<file path="src/scrb_map.svh">
// register map and telegram constants of the sensor configuration bank
`ifndef SCRB_MAP_SVH
`define SCRB_MAP_SVH
`define SCRB_CMD_READ      3'h2
`define SCRB_CMD_WRITE     3'h3
`define SCRB_CMD_PROG      3'h4
`define SCRB_CMD_ERASE     3'h5
`define SCRB_ADR_STORE     4'h0
`define SCRB_ADR_CLAMP_LO  4'h1
`define SCRB_ADR_CLAMP_HI  4'h2
`define SCRB_ADR_QUIES     4'h3
`define SCRB_ADR_GAIN      4'h4
`define SCRB_ADR_MODE      4'h5
`define SCRB_ADR_LOCK      4'h6
`define SCRB_ADR_ADC       4'h7
`define SCRB_ADR_SPARE13   4'h8
`define SCRB_ADR_DAC       4'h9
`define SCRB_ADR_TC        4'hb
`define SCRB_ADR_SPARE0    4'hc
`define SCRB_ADR_DISABLE   4'hf
`define SCRB_DISABLE_KEY   14'h080f
`define SCRB_HEAD_LAST     4'h8
`define SCRB_DATA_LAST     4'he
`define SCRB_SLOT_NONE     4'hf
`define SCRB_SLOT_LOCK     4'h5
`define SCRB_SLOT_SPARE1   4'h6
`define SCRB_SLOT_TC       4'h9
`define SCRB_SLOT_SPARE0   4'ha
`define SCRB_SLOTS         11
`define SCRB_RD_BITS       5'h10
`endif

</file>
<file path="src/scrb_pkg.sv">
// types shared by the sensor configuration bank
package scrb_pkg;
  typedef enum logic [4:0] {
    ST_IDLE = 5'h01,
    ST_HEAD = 5'h02,
    ST_DATA = 5'h04,
    ST_EXEC = 5'h08,
    ST_TX   = 5'h10
  } scrb_state_t;
  typedef struct packed {
    logic       range_hi;
    logic [3:0] output_kind_select;
    logic [1:0] filter;
    logic [1:0] range_lo;
    logic       unused;
  } scrb_mode_t;
  typedef struct packed {
    logic [1:0] range_grp;
    logic [4:0] linear_term_field;
    logic [2:0] square_term_field;
  } scrb_tc_t;
  typedef struct packed {
    logic sync;
    logic stb;
    logic bit_val;
  } scrb_rx_t;
  typedef struct packed {
    logic stb;
    logic bit_val;
  } scrb_tx_t;
endpackage : scrb_pkg

</file>
<file path="src/scrb_top.sv">
// telegram decoder and register bank of the programmable sensor
`timescale 1ns/1ps
`include "scrb_map.svh"
module scrb_top (
  input  wire logic               I_CORE_CLK,
  input  wire logic               I_NRST,
  input  wire scrb_pkg::scrb_rx_t I_RX,
  input  wire logic               I_ACT_PULSE,
  input  wire logic [13:0]        I_ADC_READOUT,
  input  wire logic [13:0]        I_DAC_READOUT,
  output scrb_pkg::scrb_tx_t      O_TX,
  output logic [7:0]              O_CLAMP_LOW,
  output logic [8:0]              O_CLAMP_HIGH,
  output logic [10:0]             O_QUIESCENT,
  output logic [13:0]             O_GAIN,
  output scrb_pkg::scrb_mode_t    O_MODE,
  output scrb_pkg::scrb_tc_t      O_TC,
  output logic                    O_ACTIVE,
  output logic                    O_LOCKED
);
  scrb_pkg::scrb_state_t state_reg;
  scrb_pkg::scrb_tx_t    tx_reg;
  logic [3:0]  cnt_reg;
  logic [8:0]  hdr_reg;
  logic [14:0] dat_reg;
  logic [15:0] txs_reg;
  logic [4:0]  txl_reg;
  logic [13:0] ram_reg [0:`SCRB_SLOTS-1];
  logic [13:0] nv_reg  [0:`SCRB_SLOTS-1] = '{default: 14'h0};
  logic [1:0]  gpi_reg;
  logic        boot_reg;
  logic        lock_reg;
  logic        act_reg;
  logic [2:0]  aq_reg;
  logic        alvl_reg;
  logic        arise;
  logic [2:0]  cmd;
  logic [3:0]  adr;
  logic [13:0] wdat;
  logic [3:0]  slot;
  logic [3:0]  sw;
  logic [13:0] rd_data;
  logic        hdr_ok;
  logic        dp_ok;
  logic        is_rd;
  logic        is_wr;
  logic        is_pg;
  logic        is_er;
  logic        slot_v;
  logic        acc_ok;
  logic        fire;

  // register width of each storage slot
  function automatic logic [3:0] slot_w(input logic [3:0] s);
    case (s)
      4'h0:    slot_w = 4'h8;
      4'h1:    slot_w = 4'h9;
      4'h2:    slot_w = 4'hb;
      4'h3:    slot_w = 4'he;
      4'h4:    slot_w = 4'ha;
      4'h5:    slot_w = 4'h2;
      4'h9:    slot_w = 4'ha;
      default: slot_w = 4'hd;
    endcase
  endfunction : slot_w

  // bit reversal for the readout that goes out lsb first
  function automatic logic [13:0] rev14(input logic [13:0] v);
    for (int i = 0; i < 14; i++) begin
      rev14[i] = v[13-i];
    end
  endfunction : rev14

  // header and data fields, parity counts zeros
  assign cmd    = hdr_reg[8:6];
  assign adr    = hdr_reg[4:1];
  assign wdat   = dat_reg[14:1];
  assign hdr_ok = (hdr_reg[5] == ^(~cmd)) && (hdr_reg[0] == ^(~adr));
  assign dp_ok  = dat_reg[0] == ~^(~wdat);
  assign is_rd  = cmd == `SCRB_CMD_READ;
  assign is_wr  = cmd == `SCRB_CMD_WRITE;
  assign is_pg  = cmd == `SCRB_CMD_PROG;
  assign is_er  = cmd == `SCRB_CMD_ERASE;

  // address to storage slot; spare words 1..3 share one address
  always_comb begin
    case (adr)
      `SCRB_ADR_CLAMP_LO, `SCRB_ADR_CLAMP_HI, `SCRB_ADR_QUIES,
      `SCRB_ADR_GAIN, `SCRB_ADR_MODE, `SCRB_ADR_LOCK: slot = adr - 4'h1;
      `SCRB_ADR_SPARE13: slot = `SCRB_SLOT_SPARE1 + {2'h0, gpi_reg};
      `SCRB_ADR_TC:      slot = `SCRB_SLOT_TC;
      `SCRB_ADR_SPARE0:  slot = `SCRB_SLOT_SPARE0;
      default:           slot = `SCRB_SLOT_NONE;
    endcase
  end
  assign slot_v = slot != `SCRB_SLOT_NONE;
  assign sw     = slot_v ? slot_w(slot) : 4'he;

  // acceptance; a locked part refuses every change, readouts refuse writes
  assign acc_ok = hdr_ok && (
    (is_rd && (slot_v || adr == `SCRB_ADR_ADC || adr == `SCRB_ADR_DAC)) ||
    (is_wr && dp_ok && !lock_reg && (slot_v || adr == `SCRB_ADR_DISABLE)) ||
    ((is_pg || is_er) && adr == `SCRB_ADR_STORE && !lock_reg));
  assign fire = (state_reg == scrb_pkg::ST_EXEC) && acc_ok;

  // read value left-aligned at bit 13; output readout reversed
  always_comb begin
    case (adr)
      `SCRB_ADR_ADC: rd_data = I_ADC_READOUT;
      `SCRB_ADR_DAC: rd_data = rev14(I_DAC_READOUT);
      default:       rd_data = slot_v ? ram_reg[slot] << (4'he - sw) : 14'h0;
    endcase
  end

  // telegram sequencer; a sync marker restarts the header during header or data collection
  always_ff @(posedge I_CORE_CLK or negedge I_NRST) begin
    if (!I_NRST) begin
      state_reg <= scrb_pkg::ST_IDLE;
      cnt_reg   <= 4'h0;
    end else begin
      case (state_reg)
        scrb_pkg::ST_IDLE: begin
          if (I_RX.sync && act_reg && !boot_reg) begin
            state_reg <= scrb_pkg::ST_HEAD;
            cnt_reg   <= 4'h0;
          end
        end
        scrb_pkg::ST_HEAD, scrb_pkg::ST_DATA: begin
          if (I_RX.sync) begin
            state_reg <= scrb_pkg::ST_HEAD;
            cnt_reg   <= 4'h0;
          end else if (I_RX.stb) begin
            cnt_reg <= cnt_reg + 4'h1;
            if (state_reg == scrb_pkg::ST_HEAD && cnt_reg == `SCRB_HEAD_LAST) begin
              cnt_reg   <= 4'h0;
              // only writes carry a data field
              state_reg <= (hdr_reg[7:5] == `SCRB_CMD_WRITE) ? scrb_pkg::ST_DATA
                                                              : scrb_pkg::ST_EXEC;
            end else if (state_reg == scrb_pkg::ST_DATA && cnt_reg == `SCRB_DATA_LAST) begin
              state_reg <= scrb_pkg::ST_EXEC;
            end
          end
        end
        scrb_pkg::ST_EXEC: state_reg <= fire ? scrb_pkg::ST_TX : scrb_pkg::ST_IDLE;
        scrb_pkg::ST_TX:   if (txl_reg == 5'h1) state_reg <= scrb_pkg::ST_IDLE;
        default:           state_reg <= scrb_pkg::ST_IDLE;
      endcase
    end
  end

  // bit collection, msb first
  always_ff @(posedge I_CORE_CLK or negedge I_NRST) begin
    if (!I_NRST) begin
      hdr_reg <= 9'h0;
      dat_reg <= 15'h0;
    end else if (I_RX.stb && !I_RX.sync) begin
      if (state_reg == scrb_pkg::ST_HEAD) hdr_reg <= {hdr_reg[7:0], I_RX.bit_val};
      if (state_reg == scrb_pkg::ST_DATA) begin
        dat_reg <= {dat_reg[13:0], I_RX.bit_val};
      end
    end
  end

  // answer shifter: acknowledge 0, then data and parity on reads
  always_ff @(posedge I_CORE_CLK or negedge I_NRST) begin
    if (!I_NRST) begin
      txs_reg <= 16'h0;
      txl_reg <= 5'h0;
      tx_reg  <= '0;
    end else if (fire) begin
      txs_reg <= is_rd ? {1'b0, rd_data, ~^(~rd_data)} : 16'h0;
      txl_reg <= is_rd ? `SCRB_RD_BITS : 5'h1;
      tx_reg  <= '0;
    end else if (txl_reg != 5'h0) begin
      tx_reg.stb     <= 1'b1;
      tx_reg.bit_val <= txs_reg[15];
      txs_reg        <= {txs_reg[14:0], 1'b0};
      txl_reg        <= txl_reg - 5'h1;
    end else begin
      tx_reg <= '0;
    end
  end

  // volatile copies; loaded from the store one cycle after reset release
  always_ff @(posedge I_CORE_CLK or negedge I_NRST) begin
    if (!I_NRST) begin
      for (int i = 0; i < `SCRB_SLOTS; i++) ram_reg[i] <= 14'h0;
    end else if (boot_reg) begin
      for (int i = 0; i < `SCRB_SLOTS; i++) ram_reg[i] <= nv_reg[i];
    end else if (fire && is_wr && slot_v) begin
      ram_reg[slot] <= wdat & (14'h3fff >> (4'he - sw));
    end
  end

  // non-volatile store has no reset so it survives a power cycle;
  // programming only sets bits, so a store needs the erase first
  always_ff @(posedge I_CORE_CLK) begin
    if (fire && is_er) begin
      for (int i = 0; i < `SCRB_SLOTS; i++) nv_reg[i] <= 14'h0;
    end else if (fire && is_pg) begin
      for (int i = 0; i < `SCRB_SLOTS; i++) nv_reg[i] <= nv_reg[i] | ram_reg[i];
    end
  end

  // spare word pointer: word zero restarts the walk over words 1..3
  always_ff @(posedge I_CORE_CLK or negedge I_NRST) begin
    if (!I_NRST) begin
      gpi_reg <= 2'h0;
    end else if (fire && (is_rd || is_wr)) begin
      if (adr == `SCRB_ADR_SPARE0) gpi_reg <= 2'h0;
      else if (adr == `SCRB_ADR_SPARE13 && gpi_reg != 2'h2) gpi_reg <= gpi_reg + 2'h1;
    end
  end

  // lock only sampled at power-up, writes to it wait for the next one
  always_ff @(posedge I_CORE_CLK or negedge I_NRST) begin
    if (!I_NRST) begin
      boot_reg <= 1'b1;
      lock_reg <= 1'b0;
    end else begin
      boot_reg <= 1'b0;
      if (boot_reg) lock_reg <= nv_reg[`SCRB_SLOT_LOCK][0];
    end
  end

  // activate pin: three stages, a level counts once stages two and three agree
  always_ff @(posedge I_CORE_CLK or negedge I_NRST) begin
    if (!I_NRST) begin
      aq_reg   <= 3'h0;
      alvl_reg <= 1'b0;
    end else begin
      aq_reg <= {aq_reg[1:0], I_ACT_PULSE};
      if (aq_reg[1] == aq_reg[2]) alvl_reg <= aq_reg[2];
    end
  end
  assign arise = (aq_reg[1] == aq_reg[2]) && aq_reg[2] && !alvl_reg;

  // active flag; the activate pulse wins over a same-cycle disable
  always_ff @(posedge I_CORE_CLK or negedge I_NRST) begin
    if (!I_NRST) begin
      act_reg <= 1'b1;
    end else if (arise) begin
      act_reg <= 1'b1;
    end else if (fire && is_wr && adr == `SCRB_ADR_DISABLE && wdat == `SCRB_DISABLE_KEY) begin
      act_reg <= 1'b0;
    end
  end

  // configuration fields straight from the volatile copies; answer, active and lock flags from their own registers
  assign O_TX         = tx_reg;
  assign O_CLAMP_LOW  = ram_reg[0][7:0];
  assign O_CLAMP_HIGH = ram_reg[1][8:0];
  assign O_QUIESCENT  = ram_reg[2][10:0];
  assign O_GAIN       = ram_reg[3];
  assign O_MODE       = scrb_pkg::scrb_mode_t'(ram_reg[4][9:0]);
  assign O_TC         = scrb_pkg::scrb_tc_t'(ram_reg[`SCRB_SLOT_TC][9:0]);
  assign O_ACTIVE     = act_reg;
  assign O_LOCKED     = lock_reg;
endmodule : scrb_top

</file>
<file path="config.mk">
export PLATFORM = sky130hd
export DESIGN_NAME = scrb_top
export DESIGN_NICKNAME = d
export VERILOG_FILES = /design/src/scrb_pkg.sv /design/src/scrb_top.sv
export VERILOG_INCLUDE_DIRS = /design/src
export SDC_FILE = /design/constraint.sdc
export NUM_CORES = 1
export LEC_CHECK = 0
export BUFFER_PORTS_ARGS = -buffer_cell sky130_fd_sc_hd__buf_2
export CAP_MARGIN = 30
export CORE_MARGIN = 4
export CORE_UTILIZATION = 43
export CTS_BUF_LIST = sky130_fd_sc_hd__clkbuf_8
export CTS_CLUSTER_DIAMETER = 50
export CTS_CLUSTER_SIZE = 16
export DETAILED_ROUTE_END_ITERATION = 10
export HOLD_SLACK_MARGIN = 0.12
export PLACE_DENSITY = 0.67
export SLEW_MARGIN = 20
export SYNTH_ARGS = -nofsm -noshare
export SYNTH_HDL_FRONTEND = slang
export SYNTH_SLANG_ARGS = --single-unit
</file>
<file path="constraint.sdc">
create_clock -name I_CORE_CLK -period 12.4 [get_ports I_CORE_CLK]
set_clock_uncertainty 0.2 [all_clocks]
set_input_delay 2.48 -clock I_CORE_CLK [delete_from_list [all_inputs] [get_ports I_CORE_CLK]]
set_output_delay 2.48 -clock I_CORE_CLK [all_outputs]
set_load 0.01 [all_outputs]
</file>
After elaboration in Yosys (flattened, before gate mapping)
Memory sizes are Yosys's and may differ from the RTL's. A register that Yosys moved wholly into a read port is not among the register bits.
Cells that the tools add are included.
W data, S select, Z words.
{"block": "totals", "romBits": 0, "latch_bits": 0, "n_memories": 1, "in_bits": 34, "word_cells": 217, "output_inout_bits": 66, "ram_bits": 154, "reg_bits": 218}
{"memory": "nv_reg", "words": 11, "width": 14, "read_ports": 12, "rd_clocked_by_memory_dff": 1, "wr": 11, "line": "scrb_top.sv:29", "rtl": "logic [13:0] nv_reg [0:`SCRB_SLOTS-1] = '{default: 14'h0};"}
{"block": "classes", "add_sub_neg": 6, "n_lt_le_gt_ge": 2, "bitwise_logic": 28, "n_shift": 2, "n_reduce_logical": 57, "n_eq_ne": 42, "n_mux": 55, "multipliers": 0, "div_mod_pow": 0}
{"cell": "$mux W154", "count": 2}
{"cell": "$mux W14", "count": 15}
{"cell": "$bwmux W154", "count": 1}
{"cell": "$or A14 B14 Y14", "count": 11}
{"cell": "$bmux W14 S4", "count": 1}
{"cell": "$demux W14 S4", "count": 1}
{"cell": "$mux W5", "count": 10}
{"cell": "$eq A4 B4 Y1 const B", "count": 8}
{"cell": "$mux W16", "count": 2}
{"cell": "$not A14 Y14", "count": 2}
{"cell": "$pmux W14 S2", "count": 1}
{"cell": "$reduce_xnor A14 Y1", "count": 2}
{"cell": "$logic_and A1 B1 Y1", "count": 25}
{"cell": "$eq A4 B3 Y1 const B", "count": 6}
{"cell": "$mux W4", "count": 6}
{"cell": "$pmux W4 S6", "count": 1}
{"cell": "$pmux W5 S4", "count": 1}
{"cell": "$eq A4 B2 Y1 const B", "count": 4}
{"cell": "$pmux W4 S4", "count": 1}
{"cell": "$mux W15", "count": 1}
{"cell": "$and A14 B14 Y14", "count": 1}
{"cell": "$eq A14 B12 Y1 const B", "count": 1}
{"cell": "$shl A14 B4 Y14", "count": 1}
{"cell": "$shr A14 B4 Y14 const A", "count": 1}
{"cell": "other kinds (39)", "count": 87}

Logic depth before layout (Yosys ltp)
{"block": "logic_depth", "depth_word": 16, "mapped_depth": 23, "ltp_nobuf": 21}

Worst setup path after synthesis
OpenSTA, ideal clock, no wires.
{"block": "synth_path", "kind": "reg2reg", "startpoint": "register hdr_reg[1]", "endpoint": "memory nv_reg[0][0] (data pin)", "t_required_ps": 12060, "n_path_buf": 4, "synth_period_minus_slack_ps": 7779, "arrival_time_ps": 7439, "setup_slack_ps": 4621, "setup_ps": 140, "stages_incl_launch_ff": 17, "path_cell_list": "dfrtp_1 > inv_1 > ha_1 > a22o_2 > nor2_2 > o211a_1 > buf_2 > buf_2 > nor2_1 > a31oi_1 > nor3_1 > nor3_1 > and2_1 > nand3b_1 > clkbuf_1 > clkbuf_1 > nor2_1"}
{"element": "start, declared", "line": "scrb_top.sv:24", "rtl": "logic [8:0] hdr_reg;"}
{"element": "start signal, assigned", "line": "scrb_top.sv:157", "rtl": "if (state_reg == scrb_pkg::ST_HEAD) hdr_reg <= {hdr_reg[7:0], I_RX.bit_val};"}
{"element": "end, declared", "line": "scrb_top.sv:29"}

Final worst setup path
{"block": "layout_path", "startpoint": "register hdr_reg[1]", "endpoint": "register txs_reg[0]"}
{"block": "layout_between", "elab_chain_len": 15, "elab_cells_between_ends": 55, "cone_classes": "add/sub (2); eq/ne (20); shift (1); mux (10); bitwise (3); reduce/logical (19)"}
{"element": "branches (longest 15 deep; another with $sub A4 B1 Y4)"}
{"element": "end signal, assigned", "line": "scrb_top.sv:171", "rtl": "txs_reg <= is_rd ? {1'b0, rd_data, ~^(~rd_data)} : 16'h0;"}
{"element": "end signal, assigned", "line": "scrb_top.sv:177", "rtl": "txs_reg <= {txs_reg[14:0], 1'b0};"}
{"element": "end, declared", "line": "scrb_top.sv:26", "rtl": "logic [15:0] txs_reg;"}
Several ways; the timed one is not identified. The select of a mux whose other input is x is not followed.
A chain may end at the register's enable or synchronous reset.

==> flow_summary.yaml <==
clock_tree:
  clockRootBuffer: "sky130_fd_sc_hd__clkbuf_8"
  post_cts_resize_count: 0
  cts_buffer_depth: 3
  ctsHtreeMaxLevel: 2
  cts.clk_slew.worst_paths_ns: 0.09
  ctsHoldBuffers: 0
  cts_inserted_buffers: 40
  cts_setup_buffers: 0
  worstSkewPairLatency_ns: 0.63
  tritoncts_clock_tree: "yes"
  cts.sinks: 373
synthesis:
  synthDistinctLibCells: 81
  mappedNetlistNets: 2063
  ys_seq_area_frac: 0.514
  yosys_reg_bits: 373
  post_synth_instance_area_um2: 19700
  warnings_synthesis: 0
  synth_flop_cell: "sky130_fd_sc_hd__dfrtp_1"
  postSynthAreaPerCell_um2: 9.83
  share_of_flip_flops_with_an_asynchronous_set_or_reset: 0.587
  postSynthCellCount: 1999
  count_of_flip_flops_with_a_built_in_enable_after_synthesis: 154
setup_path:
  worst_setup_path_end_kind: "flop"
  critical_path_cell_with_the_highest_stage_delay: "sky130_fd_sc_hd__o21ai_2"
  critical_path.max_fanout: 18
  path_class: "reg2reg"
  startpoint_class: "flop"
  crit_required_ns: 12.71
  cp.buffers_inverters: 2
  cpLargestDelayFamily: "compound AO/OA/AOI/OAI gates"
  crit_arrival_ns: 6.92
  critical_path.cell_chain: "inv_1, ha_1, a22o_2, o21ai_2, nand2_1, nand2_1, o221ai_2, nor2_4, ha_1, inv_1, ha_1, nand2_1, nor4_1, a221oi_1, o2111ai_1, nor3_1, xnor3_1, xnor3_1, xnor3_1, o2bb2ai_1"
  crit_path_max_incr_delay_ns: 0.58
floorplanning:
  core_region_area_um2: 45300
  start_util: 0.434
  ioPinCount: 100
  fp.dieW_um: 222
  row_count: 78
  chipHeight_um: 222
  fp.dieArea_um2: 49200
sta:
  rsz_0062_raised_after_global_routing: "false"
  final-max-slew-violation-count: 0
  fin_worst_hold_slack_ns: 0.145
  slew_limit_headroom: 0.311
  timing_worst_slew_pin_value_ns: 1.03
  report.final.hold_viol_count: 0
  final_setup_violating_endpoints: 0
  fmax_mhz: 151
  fin_crit_sh: 0.533
  post-route-min-period_ns: 6.61
  setup-tns-final_ns: 0
placement:
  io_buffer_count: 99
  dp_hpwl_mm: 39.1
  place_congestion: 1.03
grt:
  grt_first_pass_wirelength_mm: 89.1
  globalRouteOverflowTotal: 0
  grt_pass1_vias: 14700
  antenna_violations_before_repair: 2
  track_usage: 0.229
  maximum_number_of_pins_on_one_net_before_global_route_repair: 126
drt:
  first_iter_violations: 1462
  detailroute.via_count: 15200
  routed_wire_length_per_instance_um: 22.2
  routed_wl_mm: 58.4
  first_pass_iters: 5
  drc_markers: 0
  antenna_left: 0
  drt-vias-per-instance: 5.80
finish:
  fin_nets: 2058
  post_route_cells_drive_above_1_share: 0.130
  p_r_area_growth_vs_syn_pct: 8.14
  flip_flop_count_of_the_largest_register_after_layout: 154
power_and_ir_drop:
  power.ir.vdd_worst_uv: 123
  power_per_cell_area_nw_per_um2: 185
  fin_total_pwr_uw: 3920
  p_leak_uw: 0.00850
worst_hold_path:
  worstHoldPathType: "reg2reg"
run_status:
  status: "finished, final reports clean"
run:
  max_cap_viol_count: 0
## metal layers
layer / track usage / share of wire / vias up
li1: - / - / 6964
met1: 0.324 / 0.43 / 7536
met2: 0.346 / 0.45 / 614
met3: 0.0450 / 0.080 / 123
met4: 0.101 / 0.043 / 0
met5: 0 / 0 / -
## cells by family (layout without fill, tap and decap cells)
family                     after synthesis  after routing  share of synthesized area
DFF                                    373            373                      0.514
xor gates and xnor gates                25             25                     0.0132
muxes                                  203            203                      0.104
adders and majority gates               30             30                     0.0191
AOI/OAI and AO/OA                      430            430                      0.139
other                                    1              3                   0.000191
buffers and inverters                  221            247                     0.0566
and+or+nand+nor                        716            716                      0.153
## placed cells by master, fill, tap and decap left out, types with 5 or more instances in the layout
| cell | instances |
|---|---|
| sky130_fd_sc_hd__nor2_1 | 335 |
| sky130_fd_sc_hd__nand2_1 | 239 |
| sky130_fd_sc_hd__dfrtp_1 | 216 |
| sky130_fd_sc_hd__o21ai_0 | 208 |
| sky130_fd_sc_hd__mux2i_1 | 187 |
| sky130_fd_sc_hd__edfxtp_1 | 154 |
| sky130_fd_sc_hd__buf_2 | 98 |
| sky130_fd_sc_hd__inv_1 | 46 |
| sky130_fd_sc_hd__a21oi_1 | 40 |
| sky130_fd_sc_hd__clkbuf_8 | 40 |
| sky130_fd_sc_hd__ha_1 | 30 |
| sky130_fd_sc_hd__buf_4 | 29 |
| sky130_fd_sc_hd__nand3_1 | 23 |
| sky130_fd_sc_hd__o21a_1 | 21 |
| sky130_fd_sc_hd__a211oi_1 | 20 |
| sky130_fd_sc_hd__nor3_1 | 20 |
| sky130_fd_sc_hd__xnor2_1 | 20 |
| sky130_fd_sc_hd__o22ai_1 | 20 |
| sky130_fd_sc_hd__and3_1 | 17 |
| sky130_fd_sc_hd__mux2_2 | 16 |
| sky130_fd_sc_hd__o211ai_1 | 12 |
| sky130_fd_sc_hd__nor4_1 | 12 |
| sky130_fd_sc_hd__nand2b_1 | 12 |
| sky130_fd_sc_hd__and2_1 | 9 |
| sky130_fd_sc_hd__a31oi_1 | 9 |
| sky130_fd_sc_hd__a21o_1 | 8 |
| sky130_fd_sc_hd__a22oi_1 | 8 |
| sky130_fd_sc_hd__or3_1 | 8 |
| sky130_fd_sc_hd__o31ai_1 | 7 |
| sky130_fd_sc_hd__a221oi_1 | 7 |
| sky130_fd_sc_hd__a22o_1 | 7 |
| sky130_fd_sc_hd__clkinv_2 | 7 |
| sky130_fd_sc_hd__bufinv_16 | 6 |
| sky130_fd_sc_hd__o21ai_1 | 5 |
| sky130_fd_sc_hd__nor2b_1 | 5 |
| sky130_fd_sc_hd__nor2_2 | 5 |
| sky130_fd_sc_hd__or2_2 | 5 |
| sky130_fd_sc_hd__a211o_1 | 5 |
| sky130_fd_sc_hd__inv_6 | 5 |
## cells in the mapped netlist (all sizes together) (7+ instances only)
library cell | instances | area [um2]
a21o | 8 | 60.1
buf | 91 | 624
a31oi | 9 | 56.3
inv | 39 | 146
a22oi | 9 | 81.3
xnor2 | 20 | 175
ha | 30 | 375
o21ai | 214 | 1070
mux2i | 187 | 1870
o31ai | 9 | 77.6
nand3 | 23 | 115
a221oi | 7 | 61.3
and3 | 17 | 106
mux2 | 16 | 180
or3 | 8 | 50.1
nor4 | 12 | 75.1
and2 | 10 | 62.6
nand2b | 12 | 75.1
a211oi | 21 | 163
a21oi | 42 | 218
nand2 | 240 | 903
dfrtp | 216 | 5410
nor3 | 25 | 130
nor2 | 344 | 1310
edfxtp | 154 | 4620
o21a | 21 | 158
o211ai | 13 | 103
clkbuf | 91 | 342
a22o | 8 | 71.3
o22ai | 21 | 138
## worst paths after layout
| kind | start | end | slack [ns] | cells after the start |
|---|---|---|---|---|
| max | hdr_reg[1] | txs_reg[0] | 5.79 | 20 |
| min | aq_reg[0] | aq_reg[1] | 0.15 | 0 |
| max reg2reg | hdr_reg[1] | txs_reg[0] | 5.79 | 20 |
| min reg2reg | aq_reg[0] | aq_reg[1] | 0.15 | 0 |
| max in group asynchronous | I_NRST | ram_reg[139] | 8.95 | 2 |
| min in group asynchronous | I_NRST | aq_reg[0] | 1.72 | 1 |
## area by class of cell
cell class,count,area [um2]
inverters,39,146
well taps,600,751
clock buffers,40,551
clock inverters,33,355
diodes,2,5.00
fillers,4320,24000
repair buffers,135,847
multi-input cells,1405,8490
flip-flops and latches,373,10100
## power by group
| group | switching, uW | internal [uW] |
|---|---|---|
| Sequential | 58.4 | 1320 |
| Combinational | 1060 | 546 |
| Clock | 489 | 446 |
## per-stage QoR
| step | utilization | setup slack (ns) | instance area, um2 | instances |
|---|---|---|---|---|
| 2_1_floorplan | - | 4.62 | 19700 | 1999 |
| 3_3_place_gp | 0.447 | 5.96 | 20200 | 2546 |
| 6_report | 0.469 | 5.79 | 21300 | 2627 |
| 5_1_grt | 0.469 | 5.40 | 21300 | 2625 |
| 4_1_cts | 0.468 | 5.96 | 21200 | 2622 |
| 3_5_place_dp | 0.448 | 5.95 | 20300 | 2549 |
No activity file was read; power rests on OpenSTA's default activity.
